### src/logic/upi_pkg.sv
/*
 * Constants and carrier types for the USB power control and interrupt enable register bank.
 * Assumes a single 25 MHz system clock and an APB register bus with 32-bit data.
 */
package upi_pkg;

    // Register byte addresses; the power control and interrupt enable registers have clear, set and invert companions.
    localparam logic [7:0] POWER_CONTROL_ADDR    = 8'h00;
    localparam logic [7:0] INTERRUPT_ENABLE_ADDR = 8'h10;
    localparam logic [7:0] MODE_STATUS_ADDR      = 8'h20;
    localparam logic [7:0] FLAG_STATUS_ADDR      = 8'h30;
    localparam logic [1:0] SUB_WRITE             = 2'h0;
    localparam logic [1:0] SUB_CLEAR             = 2'h1;
    localparam logic [1:0] SUB_SET               = 2'h2;
    localparam logic [1:0] SUB_INVERT            = 2'h3;

    // Field positions in the power control register.
    localparam int OPERATION_ENABLE_BIT = 0;
    localparam int SUSPEND_REQUEST_BIT  = 1;
    localparam int MODULE_BUSY_BIT      = 3;
    localparam int SLEEP_GUARD_BIT      = 4;
    localparam int ACTIVITY_PENDING_BIT = 7;

    // Writable bits of each register; everything else reads as zero except power bits 3 (busy) and 7 (activity pending).
    localparam logic [7:0] POWER_WRITE_MASK  = 8'h13;
    localparam logic [7:0] ENABLE_WRITE_MASK = 8'hFF;
    localparam logic [7:0] POWER_RESET       = 8'h00;
    localparam logic [7:0] ENABLE_RESET      = 8'h00;

    // Cycles that the module stays busy after being disabled, before it may be enabled again.
    localparam int SHUTDOWN_TIME_NS = 400;
    localparam int CLOCK_PERIOD_NS  = 40;
    localparam logic [3:0] SHUTDOWN_CYCLES = 4'((SHUTDOWN_TIME_NS + CLOCK_PERIOD_NS - 1) / CLOCK_PERIOD_NS);

    typedef enum logic [1:0] {
        UPI_OFF,
        UPI_ON,
        UPI_SHUTDOWN
    } upi_power_e;

    // Pending interrupt flags from the USB core, in enable-bit order.
    typedef struct packed {
        logic stall;
        logic attach;
        logic resume;
        logic idle;
        logic token_done;
        logic start_of_frame;
        logic error;
        logic reset_or_detach;
    } upi_flags_s;

endpackage

### src/logic/upi_regs.sv
/*
 * USB power control and interrupt enable register bank with APB slave.
 * Assumes APB master timing, synchronous flag and activity inputs, and a core that reports idle.
 */
// Behaviour
// Power and enable registers read zero in bits 31-8; power bits 6, 5, 2 zero.
// Activity pending bit 7 reads one while activity seen but interrupt not raised.
// Sleep guard set blocks sleep during activity or pending notification.
// Busy bit 3 is one while active or not yet ready to enable.
// Suspend bit 1 gates the 48 MHz clock and idles the transceiver.
// Operation enable bit 0 turns the module on or off.
// Disabled module holds outputs inactive, frees pins, powers down analog.
// Software must not trust or write other registers while disabled and busy.
// Enable bit 7 gates the stall handshake interrupt.
// Enable bit 6 gates the attach interrupt.
// Enable bit 5 gates the resume interrupt.
// Enable bit 4 gates the idle detect interrupt.
// Enable bit 3 gates the token done interrupt.
// Enable bit 2 gates the start of frame interrupt.
// Enable bit 1 gates the error interrupt.
// In device mode enable bit 0 gates the bus reset flag.
// In host mode enable bit 0 gates the detach flag.
// Error conditions raise the module flag only with error enable set.
// Clear, set and invert companions at offsets 0x4, 0x8, 0xC.
// Module interrupt request is raised whenever any enabled flag is set while the module is on.
module upi_regs (
    input  wire logic              CLOCK,
    input  wire logic              RESET_N,
    input  wire logic              PSEL,
    input  wire logic              PENABLE,
    input  wire logic              PWRITE,
    input  wire logic [7:0]        PADDR,
    input  wire logic [31:0]       PWDATA,
    output logic                   PREADY,
    output logic [31:0]            PRDATA,
    output logic                   PSLVERR,
    input  wire upi_pkg::upi_flags_s FLAGS,
    input  wire logic              HOST_MODE,
    input  wire logic              BUS_ACTIVITY,
    input  wire logic              CORE_IDLE,
    input  wire logic              SLEEP_REQUEST,
    output logic                   MODULE_INTERRUPT_FLAG,
    output logic                   USB_CLOCK_ENABLE,
    output logic                   TRANSCEIVER_LOW_POWER,
    output logic                   MODULE_ON,
    output logic                   PINS_OWNED,
    output logic                   ANALOG_ENABLE,
    output logic                   SLEEP_BLOCK
);

    logic [7:0]          power_control;
    logic [7:0]          interrupt_enable;
    logic                activity_pending;
    logic [3:0]          shutdown_count;
    upi_pkg::upi_power_e power_state;
    upi_pkg::upi_power_e next_power_state;
    logic [7:0]          enabled_flags;
    logic                bus_write;
    logic                bus_read;
    logic                module_busy;
    logic [31:0]         next_read_data;
    logic                addr_valid;
    logic                state_on;
    logic [3:0]          busy_age;

    function automatic logic [7:0] apply_write(input logic [7:0] value, input logic [1:0] sub,
                                               input logic [7:0] data, input logic [7:0] mask);
        logic [7:0] result;
        result = value;
        case (sub)
            upi_pkg::SUB_WRITE:  result = data;
            upi_pkg::SUB_CLEAR:  result = value & ~data;
            upi_pkg::SUB_SET:    result = value | data;
            upi_pkg::SUB_INVERT: result = value ^ data;
            default:             result = value;
        endcase
        return (result & mask) | (value & ~mask);
    endfunction

    // One wait state; a write lands only at the edge where the master sees PREADY high.
    assign bus_write  = PSEL && PENABLE && PWRITE && PREADY;
    assign bus_read   = PSEL && PENABLE && !PWRITE && !PREADY;
    assign addr_valid = (PADDR[1:0] == 2'h0) && (PADDR[7:6] == 2'h0);

    always_ff @(posedge CLOCK or negedge RESET_N) begin
        if (!RESET_N) begin
            PREADY  <= 1'b0;
            PSLVERR <= 1'b0;
        end else begin
            PREADY  <= PSEL && PENABLE && !PREADY;
            PSLVERR <= PSEL && PENABLE && !PREADY && !addr_valid;
        end
    end

    // enable and suspend
    // companion write decode
    always_ff @(posedge CLOCK or negedge RESET_N) begin
        if (!RESET_N) begin
            power_control <= upi_pkg::POWER_RESET;
        end else if (bus_write && addr_valid && PADDR[7:4] == upi_pkg::POWER_CONTROL_ADDR[7:4]) begin
            power_control <= apply_write(power_control, PADDR[3:2], PWDATA[7:0], upi_pkg::POWER_WRITE_MASK);
        end
    end

    // enable register companions
    always_ff @(posedge CLOCK or negedge RESET_N) begin
        if (!RESET_N) begin
            interrupt_enable <= upi_pkg::ENABLE_RESET;
        end else if (bus_write && addr_valid && PADDR[7:4] == upi_pkg::INTERRUPT_ENABLE_ADDR[7:4]) begin
            interrupt_enable <= apply_write(interrupt_enable, PADDR[3:2], PWDATA[7:0],
                                            upi_pkg::ENABLE_WRITE_MASK);
        end
    end

    // power sequencing drives busy
    always_comb begin
        next_power_state = power_state;
        case (power_state)
            upi_pkg::UPI_OFF: begin
                if (power_control[upi_pkg::OPERATION_ENABLE_BIT]) begin
                    next_power_state = upi_pkg::UPI_ON;
                end
            end
            upi_pkg::UPI_ON: begin
                if (!power_control[upi_pkg::OPERATION_ENABLE_BIT]) begin
                    next_power_state = upi_pkg::UPI_SHUTDOWN;
                end
            end
            upi_pkg::UPI_SHUTDOWN: begin
                if (shutdown_count == 4'h0 && CORE_IDLE) begin
                    next_power_state = upi_pkg::UPI_OFF;
                end
            end
            default: next_power_state = upi_pkg::UPI_OFF;
        endcase
    end

    always_ff @(posedge CLOCK or negedge RESET_N) begin
        if (!RESET_N) begin
            power_state    <= upi_pkg::UPI_OFF;
            shutdown_count <= 4'h0;
        end else begin
            power_state <= next_power_state;
            if (power_state == upi_pkg::UPI_ON && next_power_state == upi_pkg::UPI_SHUTDOWN) begin
                shutdown_count <= upi_pkg::SHUTDOWN_CYCLES;
            end else if (shutdown_count != 4'h0) begin
                shutdown_count <= shutdown_count - 4'h1;
            end
        end
    end

    assign module_busy = (power_state != upi_pkg::UPI_OFF);
    assign state_on    = (power_state == upi_pkg::UPI_ON);

    // busy floor count
    // Age in the shutdown state; a small counter is cheaper for the checker than a long repetition.
    always_ff @(posedge CLOCK or negedge RESET_N) begin
        if (!RESET_N) begin
            busy_age <= 4'h0;
        end else if (power_state != upi_pkg::UPI_SHUTDOWN) begin
            busy_age <= 4'h0;
        end else if (busy_age != 4'hF) begin
            busy_age <= busy_age + 4'h1;
        end
    end

    // enable masks flags
    // attach enable mask
    // resume enable mask
    // idle enable mask
    // token done mask
    // start of frame mask
    // error enable mask
    // bit 0 is bus reset in device mode
    // bit 0 is detach in host mode
    // error needs its enable
    assign enabled_flags = FLAGS & interrupt_enable;

    // activity pending tracking
    // Set wins over the clear so that activity in the raise cycle is not lost.
    always_ff @(posedge CLOCK or negedge RESET_N) begin
        if (!RESET_N) begin
            activity_pending <= 1'b0;
        end else if (power_state != upi_pkg::UPI_ON) begin
            activity_pending <= 1'b0;
        end else if (BUS_ACTIVITY) begin
            activity_pending <= 1'b1;
        end else if (MODULE_INTERRUPT_FLAG) begin
            activity_pending <= 1'b0;
        end
    end

    // outputs inactive while disabled
    // suspend gates clock
    // module interrupt request
    // sleep guard
    always_ff @(posedge CLOCK or negedge RESET_N) begin
        if (!RESET_N) begin
            MODULE_INTERRUPT_FLAG <= 1'b0;
            USB_CLOCK_ENABLE      <= 1'b0;
            TRANSCEIVER_LOW_POWER <= 1'b1;
            MODULE_ON             <= 1'b0;
            PINS_OWNED            <= 1'b0;
            ANALOG_ENABLE         <= 1'b0;
            SLEEP_BLOCK           <= 1'b0;
        end else begin
            MODULE_INTERRUPT_FLAG <= (power_state == upi_pkg::UPI_ON) && (|enabled_flags);
            USB_CLOCK_ENABLE      <= module_busy && !power_control[upi_pkg::SUSPEND_REQUEST_BIT];
            TRANSCEIVER_LOW_POWER <= !module_busy || power_control[upi_pkg::SUSPEND_REQUEST_BIT];
            MODULE_ON             <= (power_state == upi_pkg::UPI_ON);
            PINS_OWNED            <= (power_state == upi_pkg::UPI_ON);
            ANALOG_ENABLE         <= module_busy;
            SLEEP_BLOCK           <= SLEEP_REQUEST && power_control[upi_pkg::SLEEP_GUARD_BIT]
                                     && (BUS_ACTIVITY || activity_pending);
        end
    end

    // unimplemented bits read zero
    // status left readable while busy; software avoids relying on it
    always_comb begin
        next_read_data = 32'h0000_0000;
        case (PADDR[7:4])
            upi_pkg::POWER_CONTROL_ADDR[7:4]: begin
                next_read_data[7:0] = power_control & upi_pkg::POWER_WRITE_MASK;
                next_read_data[upi_pkg::MODULE_BUSY_BIT] = module_busy;
                next_read_data[upi_pkg::ACTIVITY_PENDING_BIT] = activity_pending;
            end
            upi_pkg::INTERRUPT_ENABLE_ADDR[7:4]: next_read_data[7:0] = interrupt_enable;
            upi_pkg::MODE_STATUS_ADDR[7:4]:      next_read_data[1:0] = {power_state == upi_pkg::UPI_ON, HOST_MODE};
            upi_pkg::FLAG_STATUS_ADDR[7:4]:      next_read_data[7:0] = enabled_flags;
            default:                             next_read_data = 32'h0000_0000;
        endcase
    end

    always_ff @(posedge CLOCK or negedge RESET_N) begin
        if (!RESET_N) begin
            PRDATA <= 32'h0000_0000;
        end else if (bus_read && addr_valid) begin
            PRDATA <= next_read_data;
        end else if (bus_read) begin
            PRDATA <= 32'h0000_0000;
        end
    end
endmodule

### config.mk
export PLATFORM = sky130hd
export DESIGN_NAME = upi_regs
export DESIGN_NICKNAME = d
export VERILOG_FILES = /design/src/logic/upi_pkg.sv /design/src/logic/upi_regs.sv
export SDC_FILE = /design/constraint.sdc
export NUM_CORES = 1
export LEC_CHECK = 0
export BUFFER_PORTS_ARGS = -buffer_cell sky130_fd_sc_hd__buf_4
export CORE_ASPECT_RATIO = 1.75
export CORE_MARGIN = 3
export CORE_UTILIZATION = 40
export DETAILED_ROUTE_END_ITERATION = 8
export PLACE_DENSITY = 0.69
export SLEW_MARGIN = 15
export SYNTH_ARGS = -nofsm -noshare
export SYNTH_HDL_FRONTEND = slang
export SYNTH_SLANG_ARGS = --single-unit
### constraint.sdc
create_clock -name CLOCK -period 4.7 [get_ports CLOCK]
set_input_delay 0 -clock CLOCK [delete_from_list [all_inputs] [get_ports CLOCK]]
set_output_delay 0 -clock CLOCK [all_outputs]
set_load 0.01 [all_outputs]
# Word-level counts from Yosys, hierarchy flattened
# Cells that the tools add are included.
# classes
n_reduce_logical	37
div_mod_pow	0
n_shift	0
order_cmp	0
n_eq_ne	10
addsub	1
bitwise	9
multipliers	0
mux	16
# op_table
cell	n
$mux 32	2
$pmux 8 s4	1
$pmux 5 s4	1
$logic_and 1x1->1	18
$pmux 6 s3	1
$and 8x8->8	2
$eq 2x2->1 const B	4
$eq 4x2->1 const B	2
$logic_not 2->1	4
$logic_not 4->1	2
$mux 4	2
$not 8->8	1
$or 5x8->8	1
$or 8x8->8	1
$pmux 2 s4	1
$reduce_or 8->1	1
$xor 8x8->8	1
$mux 2	3
$pmux 2 s3	1
$reduce_bool 2->1	3
$and 5x5->5	1
$logic_not 1->1	5
$mux 5	1
$or 5x5->5	1
other kinds (9)	13
# word_totals
ff_bits	63
latchBits	0
inputBits	57
mem_count	0
ram_bits	0
rom_bits	0
out_inout_bits	41

# Longest topological paths before layout
# Gate-level depths: netlist (run 1).
# logic_depth
depth_word	7
ltp_mapped	5
depth_no_buf	5

# Worst setup path before layout (run 1)
# OpenSTA, ideal clock, no wires.
# synth_timing
path_kind	input -> register
startpoint	input port PADDR[7]
endpoint	register interrupt_enable[0]
n_path_buf	1
path_slack_ns	3.139
stages	4
arrival_ns	1.437
setup_time_ns	0.125
path_cell_list	or4_4 > buf_6 > nor4_4 > mux2_2
# synth_via
elab_chain_cells	4
# synth_rtl
item	line_no	text
start: declaration	upi_regs.sv:32	input wire logic [7:0] PADDR,
$logic_not 2->1	upi_regs.sv:83	assign addr_valid = (PADDR[1:0] == 2'h0) && (PADDR[7:6] == 2'h0);
$logic_and 1x1->1	upi_regs.sv:83	
$logic_and 1x1->1	upi_regs.sv:109	end else if (bus_write && addr_valid && PADDR[7:4] == upi_pkg::INTERRUPT_ENABLE_ADDR[7:4]) begin
$logic_and 1x1->1 *	upi_regs.sv:109	
end signal: assignment	upi_regs.sv:108	interrupt_enable <= upi_pkg::ENABLE_RESET;
end signal: assignment	upi_regs.sv:110	interrupt_enable <= apply_write(interrupt_enable, PADDR[3:2], PWDATA[7:0],
end: declaration	upi_regs.sv:52	logic [7:0] interrupt_enable;
# Every way passes the cells marked *; elsewhere a longest branch is shown, timed or not.
# A chain may end at the register's enable or synchronous reset.

# Final worst setup path (run 1)
# layout_timing
startpoint	register shutdown_count[0]
endpoint	register power_state[1]
# layout_via
elab_chain_cells	4
# layout_rtl
item	line_no	text
start: declaration	upi_regs.sv:54	logic [3:0] shutdown_count;
start signal: assignment	upi_regs.sv:145	shutdown_count <= upi_pkg::SHUTDOWN_CYCLES;
start signal: assignment	upi_regs.sv:147	shutdown_count <= shutdown_count - 4'h1;
$logic_not 4->1	upi_regs.sv:130	if (shutdown_count == 4'h0 && CORE_IDLE) begin
$logic_and 1x1->1	upi_regs.sv:130	
$mux 2	upi_regs.sv:130	
$pmux 2 s3	upi_regs.sv:118	case (power_state)
named net next_power_state[1]	upi_regs.sv:56	upi_pkg::upi_power_e next_power_state;
end signal: assignment	upi_regs.sv:140	power_state <= upi_pkg::UPI_OFF;
end signal: assignment	upi_regs.sv:143	power_state <= next_power_state;
end: declaration	upi_regs.sv:55	upi_pkg::upi_power_e power_state;
# The timed path passes the listed nets, and every way through them passes these cells.

==> metrics, run 1 <==
hold path cells=3; largest net degree at the start of global routing=35; RSZ-0062 raised after global routing=no; Worst-path clk slew=0.07 ns; vias in the first global route=1587; Yosys reg bits=34; clock sinks=34; clock latency on the worst-skew pair=0.28 ns; Synth Cell Area=2330 um2; final net count=350; run status=complete, no violations; worst vdd ir=0.000105 V; Max Clk Rate=0.585 GHz; CTS buffer count=5; fin cells=346; reg-to-reg critical path startpoint=shutdown_count[0]; area of the multi-input gates=1210 um2; Synthesis Warnings=0; crit path DAT=1.88 ns; Routed Antenna Nets=0; Layout Skew=0.00525 ns; DR vias/cell=4.74; CTS Root Cell=clkbuf_8; H-tree Lvls=2; setup TNS=0 ns; Initial Util=0.414; min-delay src=FLAGS[5]; io pins=98; Synth Instances=216; R2R Setup Slk=2.99 ns; hold_ws=0.0249 ns; DRC=0; core area=5630 um2; worst-path maximum fanout=5; CP required=4.87 ns; WL per Instance=12.9 um; LEAKAGE=0.00146 uW; Slew Limit Fails=0; most frequent cells in the layout=49 x buf_4, 38 x inv_1, 33 x dfrtp_1; Top FF cell, synth=dfrtp_1; Routed WL=4.45 mm; chip width=63.7 um; GRT Total Usage=0.138; via total after detailed routing=1639; CTS tree=yes; ANT cells=0; Detail Placement HPWL=3.65 mm; initial antenna violation count=0; die footprint=6820 um2; first-pass GRT wire length=7.33 mm; Post-synth EDFFs=0; Seq/Total Area, Yosys=0.365; first-iteration detailed-routing DRC count=46; Longest Clk Path Bufs=2; Avg Cell Area, Syn=10.8 um2; Period minus WS final=1.71 ns; worst hold path class=input pin to register; most common cell after layout, fill and taps aside=buf_4; critical path type=register to register; share of layout cells above drive strength 1=0.307; GRT Residual Overflow=0; # port buffers=49; Filler Cell Count=545; Final Hold Viols=0; Detailed Routing Iterations Pass 1=4; fin util=0.501; Max-Cap Viols=0; placed cells=333; Cell Pwr Density=277 nW/um2; Pwr Total=782 uW; final setup vio count=0; FFs w/ async S/R, synth=1.00; count of unique library cells instantiated by Yosys=39; hold path endpoint=PRDATA[5]; die height=107 um; Final period util=0.364; slew margin rel.=0.590; Reg2Reg Depth=5; Sequential Area=852 um2; CP Capture Type=register; Rows=36; R2R Path End=power_state[1]; Routability Congestion=0.761; Worst setup SP type=register; setup repair bufs after CTS=0; Slew @ Worst Pin=0.610 ns; Layout area overhead=20.9%
## registers in the layout, summed over array words and instances (netlist names)
| name | flops |
|---|---|
| SLEEP_BLOCK | 1 |
| MODULE_INTERRUPT_FLAG | 1 |
| PREADY | 1 |
| power_state | 2 |
| shutdown_count | 4 |
| PINS_OWNED | 1 |
| USB_CLOCK_ENABLE | 1 |
| TRANSCEIVER_LOW_POWER | 1 |
| PSLVERR | 1 |
| PRDATA | 8 |
| power_control | 3 |
| interrupt_enable | 8 |
| activity_pending | 1 |
| ANALOG_ENABLE | 1 |
## metal layers
layer	wire, um	global-route usage	vias to the layer above
li1	-	-	793
met1	1680	0.140	783
met3	230	0.0273	5
met5	0	0	-
met4	61	0.0556	0
met2	2480	0.266	58
## report_power, final
part	internal (uW)	switching (uW)	leakage [uW]	total [uW]
combinational	94.0	88.3	0.000942	182
clock	159	99.0	0.0000524	258
sequential	324	17.8	0.000461	342
total	576	205	0.00146	782
## Yosys cell counts, types with 2 or more instances
cell type	number	share of area
buf_1	2	0.0032
a22oi_1	4	0.013
nand2b_1	5	0.013
nand2_1	8	0.013
o21ai_0	4	0.0086
a211o_1	2	0.0075
or3_1	2	0.0054
nor3_1	3	0.0064
dfrtp_1	33	0.35
a22o_1	3	0.011
nor2b_1	2	0.0054
clkbuf_1	3	0.0048
nor2_1	8	0.013
mux4_2	11	0.11
o21ai_1	3	0.0064
xnor2_1	2	0.0075
mux2_2	11	0.053
and2_1	2	0.0054
a32o_1	4	0.017
ha_1	24	0.13
inv_1	38	0.061
buf_4	25	0.080
## critical path, cell delays in order (launching register included)
cell and delay, ns:
dfrtp_1 0.37, inv_1 0.11, ha_1 0.18, nor3b_1 0.53, nand2_1 0.15, a31o_2 0.27
## final cells by class
class,count,share of cell area
clock buffers,7,0.0271
clock inverters,1,0.0106
inverters,38,0.0506
multi-input cells,136,0.428
flip-flops and latches,34,0.302
well taps,76,0.0337
repair buffers,54,0.148
## worst max-delay path by stage
stage,slack (ns),end,start
after floorplan,3.14,interrupt_enable[0],PADDR[7]
after global placement,2.90,interrupt_enable[0],PADDR[7]
after detailed placement,2.84,interrupt_enable[4],PADDR[7]
after CTS,2.96,power_state[1],shutdown_count[0]
after global routing,2.82,power_state[1],shutdown_count[0]
final,2.99,power_state[1],shutdown_count[0]
## cells by family (layout without fill, tap and decap cells)
kind of cell	after synthesis	in the layout	share of synthesized area
buffers and inverters	69	100	0.155
XOR/XNOR	2	2	0.00751
multiplexers	22	22	0.159
adder cells (fa/ha/maj)	24	24	0.129
AND/OR/NAND/NOR	37	37	0.0944
flip-flops	34	34	0.365
other	1	24	0.00161
AO/OA/AOI/OAI	27	27	0.0885
## through the flow
| stage | instance area (um2) | worst slack, ns |
|---|---|---|
| finish | 2820 | 2.99 |
| global route | 2820 | 2.82 |
| CTS | 2820 | 2.96 |
| detailed placement | 2660 | 2.84 |
| global placement | 2660 | 2.90 |
| floorplan | 2420 | 3.14 |
## repair_timing
| action | in CTS | in global routing |
|---|---|---|
| endpoints found under the hold margin | 37 | 0 |
| hold buffers | 5 | 0 |
| gates resized for setup | 0 | 0 |
No activity file was read; power rests on OpenSTA's default activity.
==> run 2, diff against run 1 <==
clock period = 1.74 ns   (was 4.7 ns; I/O delays follow)
==> metrics, run 2 (same netlist as run 1, synthesis figures left out) <==
run status=complete, no violations (unchanged); Gate power share=0.253 (was 0.233); initial antenna violation count=0 (unchanged); final setup vio count=0 (unchanged); die footprint=6820 um2 (unchanged); Detailed Routing Iterations Pass 1=6 (was 4); most common cell after layout, fill and taps aside=buf_4 (unchanged); first-iteration detailed-routing DRC count=65 (was 46); setup TNS=0 ns (unchanged); Worst-path clk slew=0.06 ns (was 0.07 ns); Max-Cap Viols=0 (unchanged); Longest Clk Path Bufs=2 (unchanged); GRT Residual Overflow=0 (unchanged); RSZ-0062 raised after global routing=no (unchanged); Routed WL=4.64 mm (was 4.45 mm); largest net degree at the start of global routing=35 (unchanged); GRT Total Usage=0.149 (was 0.138); delay-heaviest family, CP=multiplexers (was simple AND/OR/NAND/NOR gates); Clk pwr share=0.291 (was 0.329); WL per Instance=13.3 um (was 12.9 um); io pins=98 (unchanged); switching part of the total=0.279 (was 0.262); share of layout cells above drive strength 1=0.321 (was 0.307); CP required=1.91 ns (was 4.87 ns); P_int=1460 uW (was 576 uW); Detail Placement HPWL=3.80 mm (was 3.65 mm); M1 GR Usage=0.151 (was 0.140); Initial Util=0.414 (unchanged); clock sinks=34 (unchanged); first-pass GRT wire length=7.95 mm (was 7.33 mm); die height=107 um (unchanged); Slew Limit Fails=0 (unchanged); met3 usage=0.0262 (was 0.0273); ANT cells=0 (unchanged); busiest grt layer=met2 (unchanged); Layout area overhead=21.6% (was 20.9%); core area=5630 um2 (unchanged); GR met2 Demand/Resource=0.289 (was 0.266); worst hold path class=input pin to register (unchanged); critical path type=register to register (unchanged); Routed Antenna Nets=0 (unchanged); H-tree Lvls=2 (unchanged); Cell Pwr Density=715 nW/um2 (was 277 nW/um2); Routability Congestion=0.757 (was 0.761); chip width=63.7 um (unchanged); Buf/Inv on CP=1 (unchanged); crit path cell chain=inv_1, ha_1, mux4_2, mux2_2 (was inv_1, ha_1, nor3b_1, nand2_1, a31o_2); final net count=354 (was 350); # resized after CTS=0 (unchanged); power share of the sequential group=0.455 (was 0.437); LEAKAGE=0.00147 uW (was 0.00146 uW); vias in the first global route=1711 (was 1587); via total after detailed routing=1665 (was 1639); worst vdd ir=0.000283 V (was 0.000105 V); clock latency on the worst-skew pair=0.28 ns (about the same); CP Capture Type=register (unchanged); crit path DAT=1.80 ns (was 1.88 ns); sw power=566 uW (was 205 uW); worst-path maximum fanout=5 (unchanged); setup repair bufs after CTS=0 (unchanged); CTS buffer count=5 (unchanged); crit path max-delay cell type=mux4_2 (was nor3b_1); Final period util=0.936 (was 0.364); DRC=0 (unchanged); largest registers=PRDATA: 8 flops, interrupt_enable: 8 flops, shutdown_count: 4 flops (unchanged); Period minus WS final=1.63 ns (was 1.71 ns); Max Clk Rate=0.614 GHz (was 0.585 GHz); Worst setup SP type=register (unchanged); most frequent cells in the layout=53 x buf_4, 38 x inv_1, 33 x dfrtp_1 (was 49 x buf_4, 38 x inv_1, 33 x dfrtp_1); Layout Skew=0.00427 ns (was 0.00525 ns); CP max stage delay=0.46 ns (was 0.53 ns); Final Hold Viols=0 (unchanged); DR vias/cell=4.76 (was 4.74); CTS Root Cell=clkbuf_8 (unchanged); # port buffers=49 (unchanged); CTS tree=yes (unchanged); Rows=36 (unchanged); Pwr Total=2030 uW (was 782 uW)
## run 2: cell count changes in the layout (fill, tap and decap cells not counted)
| cell | change |
|---|---|
| buf_4 | +4 |
| bufinv_16 | -1 |
| clkbuf_1 | -1 |
| clkbuf_8 | +1 |
| clkinv_2 | +1 |
## run 2: final timing paths
| path | startpoint | end | slack (ns) | cells past startpoint |
|---|---|---|---|---|
| setup / recovery | power_control[4] | power_control[4] | 0.11 | 4 |
| hold / removal | FLAGS[5] | PRDATA[5] | 0.02 | 3 |
| setup reg to reg | power_control[4] | power_control[4] | 0.11 | 4 |
| hold reg to reg | power_state[1] | power_state[0] | 0.48 | 1 |
| max in group asynchronous | RESET_N | TRANSCEIVER_LOW_POWER | 1.20 | 2 |
| min in group asynchronous | RESET_N | shutdown_count[3] | 0.19 | 2 |
## run 2: layer usage
metal  up-vias  share of wire
met5         -              0
met4         0          0.020
met3         9          0.052
met2        54           0.58
met1       800           0.35
li1        802              -
## run 2: cell type report
class / count / area, um2
Clock inverter: 1 / 5.00
Tap cell: 76 / 95.1
Inverter: 38 / 143
Multi-Input combinational cell: 136 / 1210
Fill cell: 528 / 2800
Clock buffer: 7 / 86.3
Sequential cell: 34 / 852
Timing Repair Buffer: 58 / 448
## run 2: timing repair
item / CTS / global route
endpoints found under the setup margin: 0 / 0
hold buffers: 5 / 0
endpoints found under the hold margin: 37 / 0
## run 2: through the flow
step                area, um2  setup slack [ns]  cells   util  hold slack, ns
floorplan                2420             0.179    239      -          -0.296
global placement         2690             0.125    337  0.478         -0.0312
detailed placement       2690             0.113    337  0.478         -0.0310
CTS                      2840             0.114    350  0.504          0.0193
global route             2840            0.0507    350  0.504          0.0384
finish                   2840             0.112    350  0.504          0.0164
## run 2: power by group through the flow
stage	logic (uW)	clock network [uW]	registers, uW
global route	582	623	937
CTS	521	604	923
global placement	490	0	935
finish	513	591	923
detailed placement	512	0	938
floorplan	361	0	938
## run 2: worst min-delay path, cell delays in order
cell	delay [ns]
buf_4	0.09
o21ai_0	0.07
o21ai_1	0.11
